## config.mk

```make
export PLATFORM = sky130hd
export DESIGN_NAME = bpsh_top
export DESIGN_NICKNAME = d
export VERILOG_FILES = /design/src/hw/bpsh_pkg.sv /design/src/hw/bpsh_top.sv
export VERILOG_INCLUDE_DIRS = /design/src /design/src/hw
export SDC_FILE = /design/constraint.sdc
export NUM_CORES = 1
export LEC_CHECK = 0
export ABC_AREA = 0
export BUFFER_PORTS_ARGS = -buffer_cell sky130_fd_sc_hd__clkbuf_2
export CELL_PAD_IN_SITES_DETAIL_PLACEMENT = 1
export CELL_PAD_IN_SITES_GLOBAL_PLACEMENT = 1
export CORE_MARGIN = 10
export CORE_UTILIZATION = 30
export CTS_CLUSTER_DIAMETER = 200
export DETAILED_ROUTE_END_ITERATION = 8
export PLACE_DENSITY_LB_ADDON = 0.25
export SLEW_MARGIN = 20
export SYNTH_ARGS = -nofsm -noshare
export SYNTH_HDL_FRONTEND = slang
export SYNTH_SLANG_ARGS = --single-unit
```

## constraint.sdc

```tcl
create_clock -name clk_i -period 2.45 [get_ports clk_i]
set_input_delay 0.49 -clock clk_i [delete_from_list [all_inputs] [get_ports clk_i]]
set_output_delay 0.49 -clock clk_i [all_outputs]
set_load 0.005 [all_outputs]
```

## src/hw/bpsh_defs.svh

```systemverilog
// Operation
// RULE_01: Pending legacy interrupt bit 19 reads zero
// RULE_02: Capability list bit 20 reads one
// RULE_03: Bits 21, 23, 26:25 hardwired zero
// RULE_04: Bit 24 sets on primary parity error
// RULE_05: Bit 24 never sets without parity enable
// RULE_06: Bit 27 sets on sent completer abort
// RULE_07: Bit 28 sets on received completer abort
// RULE_08: Bit 29 sets on received unsupported request
// RULE_09: Bit 30 sets on error message, enabled
// RULE_10: Bit 31 sets on received poisoned packet
// RULE_11: Revision byte is hardwired read-only code
// RULE_12: Class bytes read 06h and 04h
// RULE_13: Programming interface byte reads 00h
// RULE_14: Cache line size RW, reset 00h, inert
// RULE_15: Primary latency timer reads constant 00h
// RULE_16: Header type byte reads 01h
// RULE_17: Primary bus number RW, reset 00h
// RULE_18: Parity response enable is command bit 6
// RULE_19: Error report enable is command bit 8
// RULE_20: Write one clears, zero keeps, reserved zero; bits 27 to 29 ignore writes and hold until reset
`ifndef BPSH_DEFS_SVH
`define BPSH_DEFS_SVH
// Word offsets (byte addresses)
`define BPSH_OFS_STATUS 8'h04
`define BPSH_OFS_CLASS 8'h08
`define BPSH_OFS_HDR 8'h0C
`define BPSH_OFS_BUS 8'h18
// Status bit positions in the 32-bit word
`define BPSH_BIT_INTX 19
`define BPSH_BIT_CAP 20
`define BPSH_BIT_MDPE 24
`define BPSH_BIT_STA 27
`define BPSH_BIT_RTA 28
`define BPSH_BIT_RMA 29
`define BPSH_BIT_SSE 30
`define BPSH_BIT_DPE 31
// Command bit positions
`define BPSH_CMD_PERR_EN 6
`define BPSH_CMD_ERR_EN 8
// Hardwired and reset values
// Revision code: arbitrary value, not a real part revision
`define BPSH_REVISION 8'h3A
`define BPSH_BASE_CLASS 8'h06
`define BPSH_SUB_CLASS 8'h04
`define BPSH_PROG_IF 8'h00
`define BPSH_LAT_TIMER 8'h00
`define BPSH_HDR_TYPE 8'h01
`define BPSH_CLS_RST 8'h00
`define BPSH_PBN_RST 8'h00
`endif

```

## src/hw/bpsh_pkg.sv

```systemverilog
package bpsh_pkg;
  // Decoded register word
  typedef enum logic [2:0] {
    BPSH_SEL_NONE,
    BPSH_SEL_STATUS,
    BPSH_SEL_CLASS,
    BPSH_SEL_HDR,
    BPSH_SEL_BUS
  } bpsh_sel_t;
endpackage

```

## src/hw/bpsh_top.sv

```systemverilog
`timescale 1ns/10ps
`include "bpsh_defs.svh"
module bpsh_top
  import bpsh_pkg::*;
(
  input wire logic clk_i,
  input wire logic rst_i,
  input wire logic ce_i,
  input wire logic wb_cyc_i,
  input wire logic wb_stb_i,
  input wire logic wb_we_i,
  input wire logic [7:0] wb_adr_i,
  input wire logic [3:0] wb_sel_i,
  input wire logic [31:0] wb_dat_i,
  input wire logic [15:0] cmd_word_i,
  input wire logic parity_err_i,
  input wire logic cpl_abort_sent_i,
  input wire logic rx_cpl_abort_i,
  input wire logic rx_cpl_ur_i,
  input wire logic err_msg_sent_i,
  input wire logic poisoned_rx_i,
  output logic wb_ack_o,
  output logic [31:0] wb_dat_o,
  output logic [7:0] primary_bus_number_o
);

  ////////////////////////////////////////////////////////////////////////////
  // Declarations

  logic mdpe;
  logic sta;
  logic rta;
  logic rma;
  logic sse;
  logic dpe;
  logic [7:0] cache_line_size;
  logic bus_req;
  logic wr_req;
  bpsh_sel_t dec_sel;
  logic [31:0] next_rdata;
  logic [31:0] status_word;
  logic clr_mdpe;
  logic clr_sse;
  logic clr_dpe;
  logic perr_en;
  logic err_en;

  ////////////////////////////////////////////////////////////////////////////
  // Bus decode

  // New request only while no ack is pending
  assign bus_req = wb_cyc_i && wb_stb_i && !wb_ack_o;
  assign wr_req = bus_req && wb_we_i;

  // Command enables taken from the command word
  assign perr_en = cmd_word_i[`BPSH_CMD_PERR_EN]; // see RULE_18
  assign err_en = cmd_word_i[`BPSH_CMD_ERR_EN]; // see RULE_19

  // Word select from the byte address
  always_comb
  begin
    unique case (wb_adr_i)
      `BPSH_OFS_STATUS: dec_sel = BPSH_SEL_STATUS;
      `BPSH_OFS_CLASS: dec_sel = BPSH_SEL_CLASS;
      `BPSH_OFS_HDR: dec_sel = BPSH_SEL_HDR;
      `BPSH_OFS_BUS: dec_sel = BPSH_SEL_BUS;
      default: dec_sel = BPSH_SEL_NONE;
    endcase
  end

  // Clear strobes for the write-one-to-clear flags, upper byte lane only
  assign clr_mdpe = wr_req && (dec_sel == BPSH_SEL_STATUS) && wb_sel_i[3]
    && wb_dat_i[`BPSH_BIT_MDPE]; // see RULE_20
  assign clr_sse = wr_req && (dec_sel == BPSH_SEL_STATUS) && wb_sel_i[3]
    && wb_dat_i[`BPSH_BIT_SSE]; // see RULE_20
  assign clr_dpe = wr_req && (dec_sel == BPSH_SEL_STATUS) && wb_sel_i[3]
    && wb_dat_i[`BPSH_BIT_DPE]; // see RULE_20

  ////////////////////////////////////////////////////////////////////////////
  // Status flags

  // Parity error flag, gated by the response enable; set beats clear
  always_ff @(posedge clk_i)
  begin
    if (rst_i)
      mdpe <= 1'b0;
    else if (ce_i)
      mdpe <= (parity_err_i && perr_en) || (mdpe && !clr_mdpe); // see RULE_04, see RULE_05
  end

  // Completer abort signalled; read-only, held until reset
  always_ff @(posedge clk_i)
  begin
    if (rst_i)
      sta <= 1'b0;
    else if (ce_i && cpl_abort_sent_i)
      sta <= 1'b1; // see RULE_06
  end

  // Completer abort received; read-only, held until reset
  always_ff @(posedge clk_i)
  begin
    if (rst_i)
      rta <= 1'b0;
    else if (ce_i && rx_cpl_abort_i)
      rta <= 1'b1; // see RULE_07
  end

  // Unsupported request received; read-only, held until reset
  always_ff @(posedge clk_i)
  begin
    if (rst_i)
      rma <= 1'b0;
    else if (ce_i && rx_cpl_ur_i)
      rma <= 1'b1; // see RULE_08
  end

  // Error message sent while reporting is enabled; set beats clear
  always_ff @(posedge clk_i)
  begin
    if (rst_i)
      sse <= 1'b0;
    else if (ce_i)
      sse <= (err_msg_sent_i && err_en) || (sse && !clr_sse); // see RULE_09
  end

  // Poisoned packet received; set beats clear
  always_ff @(posedge clk_i)
  begin
    if (rst_i)
      dpe <= 1'b0;
    else if (ce_i)
      dpe <= poisoned_rx_i || (dpe && !clr_dpe); // see RULE_10
  end

  ////////////////////////////////////////////////////////////////////////////
  // Writable bytes

  // Cache line size: stored and read back, steers nothing
  always_ff @(posedge clk_i)
  begin
    if (rst_i)
      cache_line_size <= `BPSH_CLS_RST; // see RULE_14
    else if (ce_i && wr_req && (dec_sel == BPSH_SEL_HDR) && wb_sel_i[0])
      cache_line_size <= wb_dat_i[7:0]; // see RULE_14
  end

  // Primary bus number, set by configuration software
  always_ff @(posedge clk_i)
  begin
    if (rst_i)
      primary_bus_number_o <= `BPSH_PBN_RST; // see RULE_17
    else if (ce_i && wr_req && (dec_sel == BPSH_SEL_BUS) && wb_sel_i[0])
      primary_bus_number_o <= wb_dat_i[7:0]; // see RULE_17
  end

  ////////////////////////////////////////////////////////////////////////////
  // Read path

  // Status word: fixed zeros, capability bit one, sticky flags
  always_comb
  begin
    status_word = 32'h0000_0000; // see RULE_03, see RULE_20
    status_word[15:0] = cmd_word_i;
    status_word[`BPSH_BIT_INTX] = 1'b0; // see RULE_01
    status_word[`BPSH_BIT_CAP] = 1'b1; // see RULE_02
    status_word[`BPSH_BIT_MDPE] = mdpe;
    status_word[`BPSH_BIT_STA] = sta;
    status_word[`BPSH_BIT_RTA] = rta;
    status_word[`BPSH_BIT_RMA] = rma;
    status_word[`BPSH_BIT_SSE] = sse;
    status_word[`BPSH_BIT_DPE] = dpe;
  end

  // Read data select; unmapped words read zero
  always_comb
  begin
    next_rdata = 32'h0000_0000;
    unique case (dec_sel)
      BPSH_SEL_STATUS: next_rdata = status_word;
      BPSH_SEL_CLASS:
        next_rdata = {`BPSH_BASE_CLASS, `BPSH_SUB_CLASS, `BPSH_PROG_IF,
          `BPSH_REVISION}; // see RULE_11, see RULE_12, see RULE_13
      BPSH_SEL_HDR:
        next_rdata = {8'h00, `BPSH_HDR_TYPE, `BPSH_LAT_TIMER,
          cache_line_size}; // see RULE_15, see RULE_16
      BPSH_SEL_BUS: next_rdata = {24'h00_0000, primary_bus_number_o};
      BPSH_SEL_NONE: next_rdata = 32'h0000_0000;
    endcase
  end

  // Ack one cycle after the request, dropped the cycle after
  always_ff @(posedge clk_i)
  begin
    if (rst_i)
      wb_ack_o <= 1'b0;
    else if (ce_i)
      wb_ack_o <= bus_req;
  end

  // Read data captured with the ack
  always_ff @(posedge clk_i)
  begin
    if (rst_i)
      wb_dat_o <= 32'h0000_0000;
    else if (ce_i && bus_req)
      wb_dat_o <= wb_we_i ? 32'h0000_0000 : next_rdata;
  end
endmodule
```

# After elaboration in Yosys (flattened, before gate mapping)
# Index checks and enable logic that the tools add are counted.
dict set report word_totals {
  reg_bits 55
  output_inout_bits 41
  inputBits 72
  word_cells 51
}
dict set report classes {
  n_reduce_logical 30
  n_mux 3
  n_eq_ne 8
}
# op count
set op_table {}
lappend op_table {{$pmux 32 s5} 1}
lappend op_table {{$mux 32} 1}
lappend op_table {{$logic_and 1x1->1} 22}
lappend op_table {{$eq 8x4->1 const B} 2}
lappend op_table {{$pmux 3 s4} 1}
lappend op_table {{$eq 8x3->1 const B} 1}
lappend op_table {{$eq 8x5->1 const B} 1}
lappend op_table {{$eq 3x2->1 const B} 2}
lappend op_table {{$logic_not 1->1} 4}
lappend op_table {{$eq 3x1->1 const B} 1}
lappend op_table {{$eq 3x3->1 const B} 1}
lappend op_table {{$logic_not 3->1} 1}
lappend op_table {{$logic_or 1x1->1} 3}

# Depth between registers and ports, before layout
dict set report depth {
  depth_word 9
  depth_mapped 6
}

# Worst setup path after synthesis
# Ideal clock, no wire load.
dict set report synth_path {
  path_type {input port to flip-flop}
  from {input wb_adr_i[2]}
  to {register primary_bus_number_o[7]}
  t_required_ps 2322
  slack_ps 480
  path_stages 4
  setup_ps 128
  n_path_buf 0
  arrival_ps 1843
  path_cell_list {or4b_4 -> nor4_4 -> mux2i_1 -> nor2_1}
}
dict set report synth_via {
  elab_chain_len 5
  word_cells_on_any_way 8
  classes_between {5 x eq/ne; 1 x mux; 2 x reduce/logical}
}
# element line
set synth_rtl {}
lappend synth_rtl {{start: declaration} bpsh_top.sv:12} ;# input wire logic [7:0] wb_adr_i,
lappend synth_rtl {{$eq 8x5->1 (tied with other cells)} bpsh_top.sv:62} ;# unique case (wb_adr_i)
lappend synth_rtl {{$pmux 3 s4 (*)} bpsh_top.sv:62}
lappend synth_rtl {{$eq 3x3->1 (*)} bpsh_top.sv:153} ;# else if (ce_i && wr_req && (dec_sel == BPSH_SEL_BUS) && wb_sel_i[0])
lappend synth_rtl {{$logic_and 1x1->1 (*) (2 in series)} bpsh_top.sv:153}
lappend synth_rtl {{end signal: assignment} bpsh_top.sv:152} ;# primary_bus_number_o <= `BPSH_PBN_RST;
lappend synth_rtl {{end signal: assignment} bpsh_top.sv:154} ;# primary_bus_number_o <= wb_dat_i[7:0];
lappend synth_rtl {{end: declaration} bpsh_top.sv:24} ;# output logic [7:0] primary_bus_number_o
# Mark *: on every way between the ends. The rest lies on a longest branch, timed or not.
# A chain may end at the register's enable or synchronous reset.

# Worst setup path in the final report
dict set report layout_path {
  from {input wb_adr_i[3]}
  to {register primary_bus_number_o[6]}
}
# The elaborated chain is that of the path after synthesis.

==> flow_summary_export.csv <==
group,metric,value,unit
run_status,status,"complete, no violations",
cts,clk_latency,0.30,ns
cts,cts_inserted_buffers,5,
timing,setup_violations,0,
logic_synthesis,netlist_top_cells_area,"dfxtp_1, mux2i_1, a22o_1, nor2_1, o21ai_0",
global_routing,grt_pass1_wl,9.99,mm
logic_synthesis,yosys.area_share.simple,0.184,
setup_path,crit_path_start,"wb_adr_i[3]",
die,die_w,100,um
die,dieArea,10000,um2
logic_synthesis,synth_area_leader_cell,"dfxtp_1",
setup_path,cp.required,2.63,ns
timing,rsz0062_at_grt,"no",
routing,avgViaCountPerCell,4.85,
global_routing,antenna_found_initial,0,
cts,root_buffer,"clkbuf_8",
logic_synthesis,muxShareOfSynthArea,0.0831,
final_layout,drive_gt1_frac,0.368,
logic_synthesis,synth_ff_type,"dfxtp_1",
routing,drt_first_pass_iters,4,
cts,cts.sinks,48,
logic_synthesis,netlist_instances,200,
pwr,p_per_area,579,nW/um2
routing,post-route-drc-count,0,
timing,maxSlewViolCount,0,
setup_path,ff2ff_setup_slack,0.77,ns
die,pin_count,113,
final_layout,nNetsFinal,359,
setup_path,r2r_end,"cache_line_size[6]",
die,rows,29,
setup_path,cp-endpoint,"primary_bus_number_o[6]",
timing,hold_viol_final,0,
timing,period_needed,1.76,ns
die,core_area,6310,um2
final_layout,area_growth,32.3,%
cts,cts_hold_buffers,0,
logic_synthesis,synth.most_common_cell,"dfxtp_1",
global_routing,grt-ovfl-total,0,
setup_path,worst-setup-path-type,"input port to flip-flop",
cts,cts_tree,"yes",
logic_synthesis,synth_compound_area_frac,0.184,
routing,ant_nets,0,
global_routing,grt_util_all_layers,0.122,
timing,layout_worst_path_cycle_share,0.719,
logic_synthesis,synth_fa_ha_area_frac,0,
logic_synthesis,synth_seq_cells,48,
final_layout,largest_registers,"wb_dat_o x25, cache_line_size x8, primary_bus_number_o x8",
cts,cts-resized-gates,0,
routing,first_iter_violations,25,
cts,htreeDepth,2,
pwr,p_leak,1.11,nW
setup_path,reg2regPathDepth,5,
global_routing,first_global_vias,1982,
routing,via_count,1772,
placed_design,gp_congestion,0.734,
routing,wl_per_cell,16.8,um
cts,cts.reportedPaths.clkPinSlew,0.09,ns
hold_path,hold_path_class,"input port to flip-flop",
logic_synthesis,yosysSeqAreaShare,0.498,
final_layout,post-route-util,0.404,
setup_path,end_kind,"flip-flop",
final_layout,n_antenna_cell,0,
logic_synthesis,synth_common_cells,"dfxtp_1, nor2_1, mux2i_1, o21ai_0, nand2_1",
cts,post-cts-setup-buffers,0,
die,die_h,100,um
placed_design,port_buffers,84,
logic_synthesis,synth_warnings,0,
logic_synthesis,syn_area_per_cell,9.64,um2
setup_path,critPathLaunchType,"input port",
timing,fmax,567,MHz
setup_path,worstPathMaxFanout,11,
final_layout,largest_reg_flops,25,
placed_design,hpwl,4.69,mm
logic_synthesis,synth_top_family_by_area,"simple AND/OR/NAND/NOR gates",
logic_synthesis,async_flop_share,0,
pwr,vdd_drop_max,0.337,mV
logic_synthesis,syn_area,1930,um2
logic_synthesis,yosys.cell_types.count,30,
final_layout,regMostFlops,"wb_dat_o",
global_routing,grt_max_degree,23,
setup_path,regToRegStartpoint,"wb_ack_o",
timing,skew,0.00543,ns
logic_synthesis,yosysTopAreaCellShare,0.498,
cts,cts_buffer_depth,2,
logic_synthesis,synth-xor-area-share,0,
timing,tns,0,ns
routing,wirelength,6.12,mm
setup_path,crit_arrival,1.94,ns
die,start_util,0.305,
final_layout,fill_cells,789,
logic_synthesis,synth_edf_count,0,
pwr,power,1.48,mW
hold_path,holdCritStartpoint,"wb_dat_i[31]",
job,drv_cap,0,
worst min-delay path by stage:
| stage | endpoint | slack, ns | cells past startpoint |
|---|---|---|---|
| finish | dpe | 0.37 | 2 |
| floorplan | rma | 0.44 | 2 |
| CTS | dpe | 0.36 | 2 |
| global placement | wb_dat_o[3] | 0.44 | 2 |
| global route | dpe | 0.36 | 2 |
| detailed placement | wb_dat_o[4] | 0.45 | 2 |
power by group:
part	internal (mW)	switching (mW)	total (mW)	leakage (nW)
clock	0.302	0.280	0.582	0.0541
sequential	0.786	0.00369	0.790	0.388
combinational	0.0461	0.0588	0.105	0.665
critical path: stages:
cell and delay (ns):
clkbuf_2 0.21, or4b_4 0.52, nor4_4 0.21, buf_4 0.24
mux2i_1 0.20, nor2_1 0.06
placed cells by master, fill, tap and decap left out, drive strengths merged, types with 5 or more instances in the layout:
cell	n
conb	5
mux2i	16
nor2	28
a21oi	8
nand2	15
dfxtp	48
clkbuf	89
nand2b	6
o21ai	16
a22o	14
buf	9
logic make-up (layout without fill, tap and decap cells):
logic type / count (synthesis) / after routing
other: 1 / 5
buffers and inverters: 17 / 101
AO/OA/AOI/OAI: 52 / 52
multiplexers: 16 / 16
flip-flops: 48 / 48
AND/OR/NAND/NOR: 66 / 66
cell type report:
type,instances,area (um2),area share
Clock buffer,5,68.8,0.0270
Clock inverter,3,42.5,0.0167
Multi-Input combinational cell,139,893,0.350
Sequential cell,48,961,0.377
Tap cell,77,96.3,0.0378
Timing Repair Buffer,93,488,0.191
layer usage:
metal / routed length (um) / share of wire / vias up / track usage
li1: - / - / 884 / -
met1: 2790 / 0.46 / 824 / 0.146
met2: 2800 / 0.46 / 58 / 0.201
met3: 487 / 0.080 / 6 / 0.0515
met4: 41 / 0.0067 / 0 / 0.0228
met5: 0 / 0 / - / 0
stage by stage:
| stage | hold slack [ns] | instance area (um2) | worst slack, ns | cells |
|---|---|---|---|---|
| finish | 0.374 | 2550 | 0.687 | 365 |
| detailed placement | 0.451 | 2440 | 0.359 | 357 |
| global placement | 0.441 | 2440 | 0.382 | 357 |
| floorplan | 0.438 | 1940 | 0.480 | 204 |
| CTS | 0.362 | 2550 | 0.679 | 365 |
| global route | 0.362 | 2550 | 0.549 | 365 |
Power figures use the tool's default switching activity.
